==> src/hdl/pss_map.vh <==
`ifndef PSS_MAP_VH
`define PSS_MAP_VH

// ------------------------------------------------------------
// register byte offsets
// ------------------------------------------------------------
`define PSS_OFS_CTRL      8'h00
`define PSS_OFS_FB_LOW    8'h04
`define PSS_OFS_FB_HIGH   8'h08
`define PSS_OFS_SLEEP     8'h0C
`define PSS_OFS_TARGET    8'h10
`define PSS_OFS_LIMITS    8'h14
`define PSS_OFS_USER_DISP 8'h18
`define PSS_OFS_FALLBACK  8'h1C
`define PSS_OFS_STATUS    8'h20
`define PSS_OFS_FREQ_MON  8'h24
`define PSS_OFS_TGT_MON   8'h28

// ------------------------------------------------------------
// control register field positions
// ------------------------------------------------------------
`define PSS_CTRL_ACT_LSB    0
`define PSS_CTRL_UNIT_LSB   3
`define PSS_CTRL_STEN_BIT   5
`define PSS_CTRL_MON_BIT    6
`define PSS_CTRL_REV2_BIT   7
`define PSS_CTRL_MODE_LSB   8
`define PSS_CTRL_STOP_LSB   11
`define PSS_CTRL_REVPRO_BIT 13
`define PSS_CTRL_FCLR_BIT   14

// ------------------------------------------------------------
// reset values (levels 0.01 %, times 0.1 s, freq 0.1 Hz)
// ------------------------------------------------------------
`define PSS_RST_FB_LOW_LEVEL  16'h0000
`define PSS_RST_FB_LOW_TIME   8'h0A
`define PSS_RST_FB_HIGH_LEVEL 16'h2710
`define PSS_RST_FB_HIGH_TIME  8'h0A
`define PSS_RST_SLEEP_FREQ    16'h0000
`define PSS_RST_SLEEP_DELAY   8'h00
`define PSS_RST_RAMP_TIME     8'h00
`define PSS_RST_TARGET        16'h0000
`define PSS_RST_UNIT          2'h1
`define PSS_RST_REV2          1'b1
`define PSS_RST_OUT_MIN       16'h0000
`define PSS_RST_IN_LIMIT      16'h2710
`define PSS_RST_FULLSCALE     16'h2710
`define PSS_RST_DECIMALS      2'h2
`define PSS_RST_FALLBACK      16'h012C
`define PSS_FULL_SCALE        16'h2710
`define PSS_UNIT_USER         2'h3

// ------------------------------------------------------------
// timing: 0.1 s tick at 40 MHz
// ------------------------------------------------------------
`define PSS_CLK_HZ       40000000
`define PSS_TICK_MS      100
`define PSS_TICK_CYCLES  ((`PSS_CLK_HZ / 1000) * `PSS_TICK_MS)

`endif

==> src/hdl/pss_pid_supervision.v <==
// What this block does
// - feedback below low level longer than low time raises feedback-loss flag
// - low time 0 to 25.5 s in 0.1 s steps, default 1 s
// - sleep when compared frequency stays below start level longer than delay
// - while asleep, wake when compared frequency stays above level longer than delay
// - sleep delay 0 to 25.5 s, default 0; zero disables sleep
// - sleep stops motor with the general stop method
// - target ramps over its own time; ignored if soft-start input assigned
// - target selection 1 uses stored target, 0 ignores it, default 0
// - stored target used only when selected and no analog target source
// - display unit 0 Hz, 1 percent, 2 rpm, 3 user; default 1
// - output clamped to signed minimum; 0.00 percent disables clamp
// - PID input limited symmetrically to magnitude up to 1000.0 percent
// - feedback above high level longer than high time raises high flag
// - high time 0 to 25.5 s, default 1 s
// - full-scale value and decimals writable only with user-defined units
// - reference monitor shows post-PID value at 0 with PID enabled, plain reference otherwise
// - reverse select 0 clamps negative output to zero and stops; 1 reverses
// - trim modes 3 and 4 ignore reverse select and leave output unlimited
// - reverse prohibit makes reverse select two ignored
// - feedback-loss alarm runs fallback frequency, PID resumes on clear
// - sleep level and fallback capped by the frequency bound
// - action select picks output-only, alarm, fault and their variants
`timescale 1ns/100ps
`default_nettype none
`include "pss_map.vh"

module pss_pid_supervision #(
   parameter TICK_CYCLES = `PSS_TICK_CYCLES
) (
   input  wire               pclk,
   input  wire               presetn,
   input  wire               psel,
   input  wire               penable,
   input  wire               pwrite,
   input  wire [7:0]         paddr,
   input  wire [31:0]        pwdata,
   output reg  [31:0]        prdata,
   output wire               pready,
   output reg                pslverr,
   input  wire [15:0]        feedback,
   input  wire               drive_running,
   input  wire               pid_enabled,
   input  wire               soft_start_assigned,
   input  wire               analog_target_assigned,
   input  wire [15:0]        analog_target,
   input  wire [15:0]        sleep_compare_freq,
   input  wire signed [17:0] pid_input,
   input  wire signed [15:0] pid_output,
   input  wire [15:0]        freq_reference,
   input  wire [15:0]        freq_ref_after_pid,
   input  wire [15:0]        max_output_freq,
   input  wire [15:0]        motor_two_max_freq,
   input  wire [15:0]        freq_cmd_upper_limit,
   output reg  signed [17:0] pid_input_limited,
   output reg  signed [15:0] pid_output_limited,
   output reg                reverse_run,
   output reg  [15:0]        pid_target,
   output reg  [15:0]        freq_ref_monitor,
   output reg  [15:0]        freq_command_out,
   output reg                fb_low_out,
   output reg                fb_high_out,
   output reg                feedback_loss_alarm,
   output reg                feedback_high_alarm,
   output reg                fault_stop,
   output reg                sleep_active,
   output reg                motor_stop_req,
   output reg  [1:0]         stop_method,
   output reg  [1:0]         display_unit,
   output reg  [15:0]        user_fullscale,
   output reg  [1:0]         user_decimals
);

   // ------------------------------------------------------------
   // configuration registers
   // ------------------------------------------------------------
   reg  [2:0]  detection_action_sel, pid_mode_sel;
   reg  [1:0]  display_unit_sel, stop_method_sel, user_decimal_places;
   reg         stored_target_enable, ref_monitor_content_sel, reverse_permit_sel_two, reverse_prohibit_sel;
   reg  [15:0] fb_low_level, fb_high_level, sleep_start_freq, stored_target_value;
   reg  [15:0] output_min_clamp, input_bipolar_limit, user_fullscale_value, fallback_frequency;
   reg  [7:0]  fb_low_time, fb_high_time, sleep_delay, target_ramp_time;
   // supervision state
   reg  [31:0] tick_cnt;
   reg  [8:0]  low_cnt, high_cnt, sleep_cnt;
   reg         tick, low_flag, high_flag, fault_latched;

   wire        setup_ph  = psel & ~penable;
   wire        wr_access = psel & penable & pwrite;
   wire        fault_clear = wr_access & (paddr == `PSS_OFS_CTRL) & pwdata[`PSS_CTRL_FCLR_BIT];

   // zero-wait slave: read data and error are captured in the setup cycle
   assign pready = 1'b1;

   // ------------------------------------------------------------
   // register writes
   // ------------------------------------------------------------
   always @(posedge pclk or negedge presetn) begin
      if (!presetn) begin
         detection_action_sel    <= 3'h0;
         display_unit_sel        <= `PSS_RST_UNIT;
         stored_target_enable    <= 1'b0;
         ref_monitor_content_sel <= 1'b0;
         reverse_permit_sel_two  <= `PSS_RST_REV2;
         pid_mode_sel            <= 3'h0;
         stop_method_sel         <= 2'h0;
         reverse_prohibit_sel    <= 1'b0;
         fb_low_level            <= `PSS_RST_FB_LOW_LEVEL;
         fb_low_time             <= `PSS_RST_FB_LOW_TIME;
         fb_high_level           <= `PSS_RST_FB_HIGH_LEVEL;
         fb_high_time            <= `PSS_RST_FB_HIGH_TIME;
         sleep_start_freq        <= `PSS_RST_SLEEP_FREQ;
         sleep_delay             <= `PSS_RST_SLEEP_DELAY;
         stored_target_value     <= `PSS_RST_TARGET;
         target_ramp_time        <= `PSS_RST_RAMP_TIME;
         output_min_clamp        <= `PSS_RST_OUT_MIN;
         input_bipolar_limit     <= `PSS_RST_IN_LIMIT;
         user_fullscale_value    <= `PSS_RST_FULLSCALE;
         user_decimal_places     <= `PSS_RST_DECIMALS;
         fallback_frequency      <= `PSS_RST_FALLBACK;
      end else if (wr_access) begin
         if (paddr == `PSS_OFS_CTRL) begin
            detection_action_sel    <= pwdata[`PSS_CTRL_ACT_LSB +: 3];
            display_unit_sel        <= pwdata[`PSS_CTRL_UNIT_LSB +: 2];
            stored_target_enable    <= pwdata[`PSS_CTRL_STEN_BIT];
            ref_monitor_content_sel <= pwdata[`PSS_CTRL_MON_BIT];
            reverse_permit_sel_two  <= pwdata[`PSS_CTRL_REV2_BIT];
            pid_mode_sel            <= pwdata[`PSS_CTRL_MODE_LSB +: 3];
            stop_method_sel         <= pwdata[`PSS_CTRL_STOP_LSB +: 2];
            reverse_prohibit_sel    <= pwdata[`PSS_CTRL_REVPRO_BIT];
         end else if (paddr == `PSS_OFS_FB_LOW) begin
            fb_low_level <= pwdata[15:0];
            fb_low_time  <= pwdata[23:16];
         end else if (paddr == `PSS_OFS_FB_HIGH) begin
            fb_high_level <= pwdata[15:0];
            fb_high_time  <= pwdata[23:16];
         end else if (paddr == `PSS_OFS_SLEEP) begin
            sleep_start_freq <= pwdata[15:0];
            sleep_delay      <= pwdata[23:16];
         end else if (paddr == `PSS_OFS_TARGET) begin
            stored_target_value <= pwdata[15:0];
            target_ramp_time    <= pwdata[23:16];
         end else if (paddr == `PSS_OFS_LIMITS) begin
            output_min_clamp    <= pwdata[15:0];
            input_bipolar_limit <= pwdata[31:16];
         end else if (paddr == `PSS_OFS_USER_DISP) begin
            // locked unless user-defined units are selected
            if (display_unit_sel == `PSS_UNIT_USER) begin
               user_fullscale_value <= pwdata[15:0];
               user_decimal_places  <= pwdata[17:16];
            end
         end else if (paddr == `PSS_OFS_FALLBACK) begin
            fallback_frequency <= pwdata[15:0];
         end
      end
   end

   // ------------------------------------------------------------
   // register reads, captured in setup so prdata is a flop
   // ------------------------------------------------------------
   always @(posedge pclk or negedge presetn) begin
      if (!presetn) begin
         prdata  <= 32'h00000000;
         pslverr <= 1'b0;
      end else if (setup_ph) begin
         pslverr <= 1'b0;
         if (paddr == `PSS_OFS_CTRL) begin
            prdata <= {18'h00000, reverse_prohibit_sel, stop_method_sel, pid_mode_sel,
                       reverse_permit_sel_two, ref_monitor_content_sel, stored_target_enable,
                       display_unit_sel, detection_action_sel};
         end else if (paddr == `PSS_OFS_FB_LOW) begin
            prdata <= {8'h00, fb_low_time, fb_low_level};
         end else if (paddr == `PSS_OFS_FB_HIGH) begin
            prdata <= {8'h00, fb_high_time, fb_high_level};
         end else if (paddr == `PSS_OFS_SLEEP) begin
            prdata <= {8'h00, sleep_delay, sleep_start_freq};
         end else if (paddr == `PSS_OFS_TARGET) begin
            prdata <= {8'h00, target_ramp_time, stored_target_value};
         end else if (paddr == `PSS_OFS_LIMITS) begin
            prdata <= {input_bipolar_limit, output_min_clamp};
         end else if (paddr == `PSS_OFS_USER_DISP) begin
            prdata <= {14'h0000, user_decimal_places, user_fullscale_value};
         end else if (paddr == `PSS_OFS_FALLBACK) begin
            prdata <= {16'h0000, fallback_frequency};
         end else if (paddr == `PSS_OFS_STATUS) begin
            prdata <= {26'h0000000, reverse_run, feedback_loss_alarm, fault_latched,
                       sleep_active, high_flag, low_flag};
         end else if (paddr == `PSS_OFS_FREQ_MON) begin
            prdata <= {16'h0000, freq_ref_monitor};
         end else if (paddr == `PSS_OFS_TGT_MON) begin
            prdata <= {16'h0000, pid_target};
         end else begin
            prdata  <= 32'h00000000;
            pslverr <= 1'b1;
         end
      end
   end

   // ------------------------------------------------------------
   // 0.1 s tick shared by all persistence timers
   // ------------------------------------------------------------
   always @(posedge pclk or negedge presetn) begin
      if (!presetn) begin
         tick_cnt <= 32'h00000000;
         tick     <= 1'b0;
      end else if (tick_cnt == TICK_CYCLES - 1) begin
         tick_cnt <= 32'h00000000;
         tick     <= 1'b1;
      end else begin
         tick_cnt <= tick_cnt + 32'h00000001;
         tick     <= 1'b0;
      end
   end

   // ------------------------------------------------------------
   // detection conditions and action decode
   // ------------------------------------------------------------
   wire act_pid_off  = (detection_action_sel >= 3'h3) && (detection_action_sel <= 3'h5);
   wire detect_on    = (detection_action_sel == 3'h7) ||
                       (drive_running && (pid_enabled || act_pid_off));
   wire act_alarm    = (detection_action_sel == 3'h1) || (detection_action_sel == 3'h4);
   wire act_fault    = (detection_action_sel == 3'h2) || (detection_action_sel == 3'h5);
   wire low_cond     = detect_on && (feedback < fb_low_level);
   wire high_cond    = detect_on && (feedback > fb_high_level);
   wire low_hit      = low_cond  && (low_cnt  > {1'b0, fb_low_time});
   wire high_hit     = high_cond && (high_cnt > {1'b0, fb_high_time});

   // frequency bound is the smallest of the three limits
   wire [15:0] bound_a   = (max_output_freq < motor_two_max_freq) ? max_output_freq : motor_two_max_freq;
   wire [15:0] freq_cap  = (bound_a < freq_cmd_upper_limit) ? bound_a : freq_cmd_upper_limit;
   wire [15:0] sleep_eff = (sleep_start_freq > freq_cap) ? freq_cap : sleep_start_freq;
   wire [15:0] fall_eff  = (fallback_frequency > freq_cap) ? freq_cap : fallback_frequency;
   wire        sleep_en  = (sleep_delay != 8'h00);
   wire        sleep_cond = sleep_active ? (sleep_compare_freq > sleep_eff)
                                         : (sleep_compare_freq < sleep_eff);

   // ------------------------------------------------------------
   // persistence counters: low and high saturate, sleep restarts past its delay; all restart when condition drops
   // ------------------------------------------------------------
   always @(posedge pclk or negedge presetn) begin
      if (!presetn) begin
         low_cnt   <= 9'h000;
         high_cnt  <= 9'h000;
         sleep_cnt <= 9'h000;
      end else begin
         if (!low_cond)
            low_cnt <= 9'h000;
         else if (tick && low_cnt != 9'h1FF)
            low_cnt <= low_cnt + 9'h001;
         if (!high_cond)
            high_cnt <= 9'h000;
         else if (tick && high_cnt != 9'h1FF)
            high_cnt <= high_cnt + 9'h001;
         // state flip also restarts the sleep count
         if (!sleep_cond || !sleep_en || (sleep_cnt > {1'b0, sleep_delay}))
            sleep_cnt <= 9'h000;
         else if (tick)
            sleep_cnt <= sleep_cnt + 9'h001;
      end
   end

   // ------------------------------------------------------------
   // flags, fault latch and sleep state
   // ------------------------------------------------------------
   always @(posedge pclk or negedge presetn) begin
      if (!presetn) begin
         low_flag      <= 1'b0;
         high_flag     <= 1'b0;
         fault_latched <= 1'b0;
         sleep_active  <= 1'b0;
      end else begin
         // a latched fault holds both flags until software clears it
         if (low_hit)
            low_flag <= 1'b1;
         else if (!low_cond && !fault_latched)
            low_flag <= 1'b0;
         if (high_hit)
            high_flag <= 1'b1;
         else if (!high_cond && !fault_latched)
            high_flag <= 1'b0;
         // set beats clear when both land in one cycle
         if (act_fault && (low_hit || high_hit))
            fault_latched <= 1'b1;
         else if (fault_clear)
            fault_latched <= 1'b0;
         if (!sleep_en)
            sleep_active <= 1'b0;
         else if (sleep_cond && sleep_cnt > {1'b0, sleep_delay})
            sleep_active <= ~sleep_active;
      end
   end

   // ------------------------------------------------------------
   // target selection and ramp
   // ------------------------------------------------------------
   wire [15:0] target_src = (stored_target_enable && !analog_target_assigned) ?
                            stored_target_value : analog_target;
   wire        ramp_off   = (target_ramp_time == 8'h00) || soft_start_assigned;
   wire [15:0] ramp_step_w = `PSS_FULL_SCALE / {8'h00, target_ramp_time};
   wire [15:0] ramp_step   = ramp_off ? 16'h0001 : ramp_step_w;

   always @(posedge pclk or negedge presetn) begin
      if (!presetn) begin
         pid_target <= 16'h0000;
      end else if (ramp_off) begin
         pid_target <= target_src;
      end else if (tick) begin
         // one step per tick reaches full scale in the ramp time
         if (target_src > pid_target)
            pid_target <= (target_src - pid_target > ramp_step) ? pid_target + ramp_step : target_src;
         else if (target_src < pid_target)
            pid_target <= (pid_target - target_src > ramp_step) ? pid_target - ramp_step : target_src;
      end
   end

   // ------------------------------------------------------------
   // input and output conditioning
   // ------------------------------------------------------------
   wire        trim_mode = (pid_mode_sel == 3'h3) || (pid_mode_sel == 3'h4);
   wire signed [17:0] in_lim  = $signed({2'b00, input_bipolar_limit}) * 18'sd10;
   wire signed [15:0] out_min = $signed(output_min_clamp);
   wire        no_reverse = reverse_prohibit_sel || !reverse_permit_sel_two;
   reg  signed [15:0] next_out;
   reg         next_neg_stop;

   always @* begin
      next_out      = pid_output;
      next_neg_stop = 1'b0;
      if (!trim_mode) begin
         if (output_min_clamp != 16'h0000 && pid_output < out_min)
            next_out = out_min;
         if (next_out < 16'sd0 && no_reverse) begin
            next_out      = 16'sd0;
            next_neg_stop = 1'b1;
         end
      end
   end

   always @(posedge pclk or negedge presetn) begin
      if (!presetn) begin
         pid_input_limited  <= 18'sd0;
         pid_output_limited <= 16'sd0;
         reverse_run        <= 1'b0;
      end else begin
         if (pid_input > in_lim)
            pid_input_limited <= in_lim;
         else if (pid_input < -in_lim)
            pid_input_limited <= -in_lim;
         else
            pid_input_limited <= pid_input;
         pid_output_limited <= next_out;
         reverse_run        <= !trim_mode && !no_reverse && (next_out < 16'sd0);
      end
   end

   // ------------------------------------------------------------
   // outputs toward the output stage and displays
   // ------------------------------------------------------------
   wire loss_alarm = low_flag && (act_alarm || act_fault);

   always @(posedge pclk or negedge presetn) begin
      if (!presetn) begin
         freq_ref_monitor    <= 16'h0000;
         freq_command_out    <= 16'h0000;
         fb_low_out          <= 1'b0;
         fb_high_out         <= 1'b0;
         feedback_loss_alarm <= 1'b0;
         feedback_high_alarm <= 1'b0;
         fault_stop          <= 1'b0;
         motor_stop_req      <= 1'b0;
         stop_method         <= 2'h0;
         display_unit        <= `PSS_RST_UNIT;
         user_fullscale      <= `PSS_RST_FULLSCALE;
         user_decimals       <= `PSS_RST_DECIMALS;
      end else begin
         freq_ref_monitor <= (pid_enabled && !ref_monitor_content_sel) ?
                             freq_ref_after_pid : freq_reference;
         // fallback frequency while the loss alarm stands
         freq_command_out <= loss_alarm ? fall_eff : freq_reference;
         fb_low_out          <= low_flag;
         fb_high_out         <= high_flag;
         feedback_loss_alarm <= loss_alarm;
         feedback_high_alarm <= high_flag && (act_alarm || act_fault);
         fault_stop          <= fault_latched;
         motor_stop_req      <= sleep_active || fault_latched || next_neg_stop;
         stop_method         <= stop_method_sel;
         display_unit        <= display_unit_sel;
         user_fullscale      <= user_fullscale_value;
         user_decimals       <= user_decimal_places;
      end
   end

endmodule

`default_nettype wire

==> config.mk <==
export PLATFORM = sky130hd
export DESIGN_NAME = pss_pid_supervision
export DESIGN_NICKNAME = d
export VERILOG_FILES = /design/src/hdl/pss_pid_supervision.v
export VERILOG_INCLUDE_DIRS = /design/src /design/src/hdl
export SDC_FILE = /design/constraint.sdc
export NUM_CORES = 1
export LEC_CHECK = 0
export ABC_CLOCK_PERIOD_IN_PS = 65800
export BUFFER_PORTS_ARGS = -buffer_cell sky130_fd_sc_hd__buf_4
export CAP_MARGIN = 20
export CELL_PAD_IN_SITES_DETAIL_PLACEMENT = 0
export CELL_PAD_IN_SITES_GLOBAL_PLACEMENT = 2
export CORE_MARGIN = 3
export CORE_UTILIZATION = 25
export DETAILED_ROUTE_END_ITERATION = 8
export PLACE_DENSITY = 0.68
export SLEW_MARGIN = 20
export SYNTH_ARGS = -nofsm -noshare
export SYNTH_HDL_FRONTEND = slang
export SYNTH_SLANG_ARGS = --single-unit
==> constraint.sdc <==
create_clock -name pclk -period 65.8 [get_ports pclk]
set_input_delay 6.58 -clock pclk [delete_from_list [all_inputs] [get_ports pclk]]
set_output_delay 6.58 -clock pclk [all_outputs]
set_load 0.02 [all_outputs]
; Word level (Yosys, flattened, before mapping)
; Cells that the tools add are included.
[totals]
inputBits = 211
out_inout_bits = 146
ff_bits = 384
wordCells = 242
[op_classes]
reduce_logical = 62
magnitude_cmp = 22
mul = 1
n_mux = 61
n_bitwise = 14
addsub = 9
eq_ne = 24
n_div = 1
[op_table]
columns = cell, count
row1 = 16-bit two-way mux, 22
row2 = 32-bit two-way mux, 7
row3 = 16-bit > comparator, 7
row4 = 16-bit < comparator, 6
row5 = 18-bit two-way mux, 3
row6 = 9-bit two-way mux, 6
row7 = 16-bit subtractor, 3
row8 = 32-bit by 1-bit adder with 32-bit output (second input constant), 1
row9 = 32-bit by 22-bit == test with 1-bit output (second input constant), 1
row10 = 8-bit by 5-bit == test with 1-bit output (second input constant), 4
row11 = 16-bit by 1-bit < comparator with 1-bit output (second input constant), 2
row12 = 9-bit by 1-bit adder with 9-bit output (second input constant), 3
row13 = 9-bit by 8-bit > comparator with 1-bit output, 3
row14 = 8-bit by 6-bit == test with 1-bit output (second input constant), 3
row15 = 1-bit two-way mux, 23
row16 = 1-bit logical AND, 20
row17 = 18-bit > comparator, 1
row18 = 18-bit < comparator, 1
row19 = 9-bit != test (second input constant), 2
row20 = 18-bit negation, 1
row21 = 9-bit AND reduction, 2
row22 = 16-bit by 3-bit multiplier with 17-bit output (second input constant), 1
row23 = 16-bit adder, 1
row24 = 14-bit by 8-bit divider with 16-bit output (first input constant), 1
row25 = 24 further kinds, 70

; Depth between registers and ports, before layout
[depth]
word_depth = 12
ltp_mapped = 164
depth_no_buf = 151

; Worst setup path before layout
; OpenSTA, ideal clock, no wires.
[synth_path]
path_kind = reg-to-reg
startpoint = register target_ramp_time[0]
endpoint = register pid_target[14]
stages_incl_launch_ff = 156
arrival_ns = 28.428
n_path_buf = 13
setup_ns = 0.082
required_time_ns = 65.718
synth_period_minus_slack_ns = 28.510
slack_ns = 37.290
path_cell_list = dfrtp_1 buf_2 buf_6 inv_1 clkbuf_1 ha_1 clkbuf_1 nor2b_1 and3_1 ha_1 o211ai_1 a22o_1 a21oi_1 ha_1 o21ai_0 a211oi_1 a311oi_1 or2_2 [... 120 more ...] inv_1 fa_1 o21ai_0 a21oi_1 o21ai_0 a21oi_1 o21ai_0 a21oi_1 o21ai_0 a21oi_1 o21ai_0 a21oi_1 o21ai_0 a21oi_1 xor2_1 o22ai_1 a211o_1 a31oi_1
[synth_via]
elab_chain_len = 9
word_cells_on_any_way = 17
classes_between = 2 x add/sub / 1 x div / 2 x order compare / 7 x mux / 5 x reduce/logical
[synth_lines]
columns = element, line_no
row1 = "start, declared", pss_pid_supervision.v:82  ; reg [7:0] fb_low_time, fb_high_time, sleep_delay, target_ramp_time;
row2 = "start signal, assigned", pss_pid_supervision.v:115  ; target_ramp_time <= `PSS_RST_RAMP_TIME;
row3 = "start signal, assigned", pss_pid_supervision.v:142  ; target_ramp_time <= pwdata[23:16];
row4 = branches (longest 9 deep; another with 14-bit by 8-bit divider with 16-bit output), -
row5 = "end signal, assigned", pss_pid_supervision.v:306  ; pid_target <= target_src;
row6 = "end signal, assigned", pss_pid_supervision.v:310  ; pid_target <= (target_src - pid_target > ramp_step) ? pid_target + ramp_step : target_src;
row7 = "end signal, assigned", pss_pid_supervision.v:312  ; pid_target <= (pid_target - target_src > ramp_step) ? pid_target - ramp_step : target_src;
row8 = "end, declared", pss_pid_supervision.v:58  ; output reg [15:0] pid_target,
; Several ways; the timed one is not identified. The select of a mux whose other input is x is not followed.
; A chain may end at the register's enable or synchronous reset.

; Worst setup path after layout
; Same ends and word-level chain as after synthesis.

==> results by group <==
Critical path
  • Most frequent CP cell: o21ai_0
  • R2R Path Start: target_ramp_time[0]
  • Crit path DAT: 33.90 ns
  • Critical R2R Capture: pid_target[14]
  • Crit path max fanout: 35
  • Startpoint types: flop
  • Crit. End Element: flop
  • Cells on worst reg2reg path: 144
  • R2r setup slk: between 30 and 40 ns
  • Setup CP Type: reg2reg
  • Max incr delay on CP: ~0.62 ns
  • CP max-delay cell: a21oi_2
  • WP data required: 66.32 ns

Die
  • Die X: approximately 360 um
  • Initial core utilization: 0.253
  • Die area: roughly 0.13 mm^2
  • Num rows: 129
  • I/O Pins: around 360
  • Die Ht: 360 um
  • Core ar.: approximately 0.12 mm^2

Timing
  • Clock skew: between 0.02 and 0.03 ns
  • RSZ-0062 raised after global routing: no
  • Post-Route Setup TNS: 0 ns
  • Minimum clock period: between 30 and 40 ns
  • Achievable clock frequency: about 0.03 GHz
  • Final period util: 0.507
  • Max-slew headroom: 0.324
  • Final hold violations: 0
  • Slew Limit Fails: 0
  • Final setup viols: 0
  • Worst-margin pin slew: between 1 and 1.5 ns

Clocking
  • Worst-Skew Late Latency: roughly 0.60 ns
  • Total CTS buffers: 45
  • Worst-path clk slew: about 0.060 ns
  • CTS Buffer Depth: 3
  • Post-cts sizing count: 0
  • H-Tree Depth: 2
  • # clock sinks: ~380
  • CTS tree: built
  • Clk Tree Root Cell: clkbuf_16
  • Hold_buf cts: 0
  • Setup Fix Bufs, Post-CTS: 0

Flow run
  • Max-cap viol count: 0

Logic synthesis
  • Post-Syn Area: roughly 0.031 mm^2
  • Gate count of the mapped netlist: approximately 3500
  • Asr flop ratio synth: 1.00
  • Synth Area per Inst: between 8 and 9 um^2
  • Unique masters post-synth: ~90
  • Sequential area share after synthesis: 0.308
  • Post-synth EDFFs: 0
  • Flops & latches, synth: between 300 and 400
  • Yosys synthesis warning count: 0
  • Top_reg_cell synth: dfrtp_1

Route
  • Total Wirelength: roughly 120000 um
  • Post-route ant nets: 0
  • Vias: between 20000 and 30000
  • Iteration-0 DRC Markers: 1879
  • Vias/cell: 4.96
  • DRT Pass-1 Iters: 6
  • DRC viols: 0
  • Per-cell routed wire length: ~22 um

Pwr
  • Pwr Total: 0.710 mW
  • Max IR drop VDD: 0.0000165 V
  • Leak: about 18 nW
  • Cell area power density: roughly 19 mW/mm^2

GRT
  • Global route total overflow: 0
  • Vias in the first global route: between 20000 and 30000
  • Antenna violations before repair: 2
  • Wire length of the first global-routing pass: between 150000 and 200000 um
  • Largest net degree at the start of global routing: 139
  • Gr usage total: 0.182

Min path
  • Hold path cells: 0
  • Worst hold endpoint: user_decimals[1]
  • HP Start: user_decimal_places[1]
  • HP Class: reg2reg

Place
  • Dpl hpwl: 95600 um
  • Gpl congestion: ~0.88
  • PortBufs: 355

Cells and area
  • Nets: 4448
  • Commonest non-fill, non-tap cell in the layout: buf_4
  • Share of cells above drive strength 1: 0.195
  • Most frequent cells in the layout: buf_4, ha_1, dfrtp_1
  • P&R area growth vs syn: 19.9%

Status
  • Outcome: completed
==> critical path: cells and delay by family (launching register included) <==
| kind | cells | cell delay [ns] |
|---|---|---|
| flops | 1 | 0.35 |
| compound gates | 76 | 16.39 |
| simple gates | 42 | 9.40 |
| xor+xnor | 1 | 0.17 |
| fa+ha+maj | 17 | 5.14 |
| buf+inv | 5 | 0.95 |
| mux | 3 | 0.83 |
==> cell type report <==
type	count	area [um^2]
sequential	384	9650
timing repair buffer	408	3110
antenna	1	2.50
multi-input combinational	2736	20300
fill	13200	86400
tap	1637	2050
clock inverter	20	243
inverter	264	991
clock buffer	63	1240
==> layer usage <==
layer  track usage  vias to the layer above  wire, um
met5             0                        -        20
met4        0.0447                        2      2850
met3        0.0222                      139      5870
met2         0.295                      664     55100
met1         0.255                    13200     57100
li1              -                    13300         -
==> metrics by stage <==
stage,worst slack [ns],instance area [um^2],utilization,hold WS (ns),std cells
global route,28.98,37500,0.303,0.382,5512
detailed placement,32.56,36000,0.290,0.369,5427
floorplan,37.29,31300,-,0.359,3494
finish,32.41,37500,0.303,0.380,5513
CTS,32.47,37500,0.302,0.377,5510
global placement,32.95,36000,0.290,0.366,5427
==> cells by family (layout without fill, tap and decap cells) <==
family,count (synthesis),in the layout,synth area share
other cells,2,9,0.000240
simple gates,940,940,0.147
xor+xnor,166,166,0.0464
compound gates,952,952,0.195
flops,384,384,0.308
fa+ha+maj,398,398,0.160
mux,272,272,0.0949
buf+inv,374,755,0.0476
==> registers in the layout, indices dropped and copies added, names as in the netlist, 9 cells and up <==
name and flops:
fb_high_level 16, input_bipolar_limit 16, sleep_cnt 9, freq_ref_monitor 16, stored_target_value 16, user_fullscale 16, user_fullscale_value 16, high_cnt 9
prdata 32, fallback_frequency 16, fb_low_level 16, freq_command_out 16, pid_input_limited 18, pid_target 16, tick_cnt 32, sleep_start_freq 16
low_cnt 9, pid_output_limited 16, out_min 16
==> Yosys cell counts (all sizes together), types with 8 or more instances <==
library cell,instances,area share
dfstp,33,0.028
xor2,62,0.017
clkbuf,88,0.011
nand3,52,0.0083
and3,44,0.0088
a222oi,11,0.0035
inv,264,0.032
or2,15,0.0030
a2111oi,9,0.0031
nor2b,51,0.010
a31oi,21,0.0042
o21ai,258,0.041
dfrtp,351,0.28
a211o,10,0.0028
nor4,18,0.0038
xnor2,104,0.029
o221ai,15,0.0042
o22ai,17,0.0036
nor2,245,0.029
a22o,21,0.0059
nor3b,9,0.0023
mux2i,78,0.025
a21o,109,0.026
nand2,264,0.032
nor3,45,0.0072
mux2,194,0.070
buf,22,0.0054
nand2b,66,0.013
a221oi,19,0.0053
or4,8,0.0020
o31ai,8,0.0019
a22oi,41,0.0098
and2,15,0.0030
ha,393,0.16
o211ai,23,0.0055
a211oi,35,0.0085
nand3b,13,0.0031
or3,14,0.0028
o21a,39,0.0093
nand4,63,0.013
o21bai,33,0.0079
a21oi,232,0.037
==> power breakdown <==
group          switching [mW]  internal [mW]  leakage, nW
clock                   0.110          0.149        0.715
sequential            0.00833          0.243         4.95
combinational           0.119         0.0799         12.6
==> worst max-delay path by stage <==
stage,startpoint,to,slack [ns]
6_report,target_ramp_time[0],pid_target[14],32.41
5_1_grt,target_ramp_time[0],pid_target[14],28.98
4_1_cts,target_ramp_time[0],pid_target[14],32.47
3_5_place_dp,target_ramp_time[0],pid_target[14],32.56
3_3_place_gp,target_ramp_time[0],pid_target[14],32.95
2_1_floorplan,target_ramp_time[0],pid_target[14],37.29
Power figures use the tool's default switching activity.
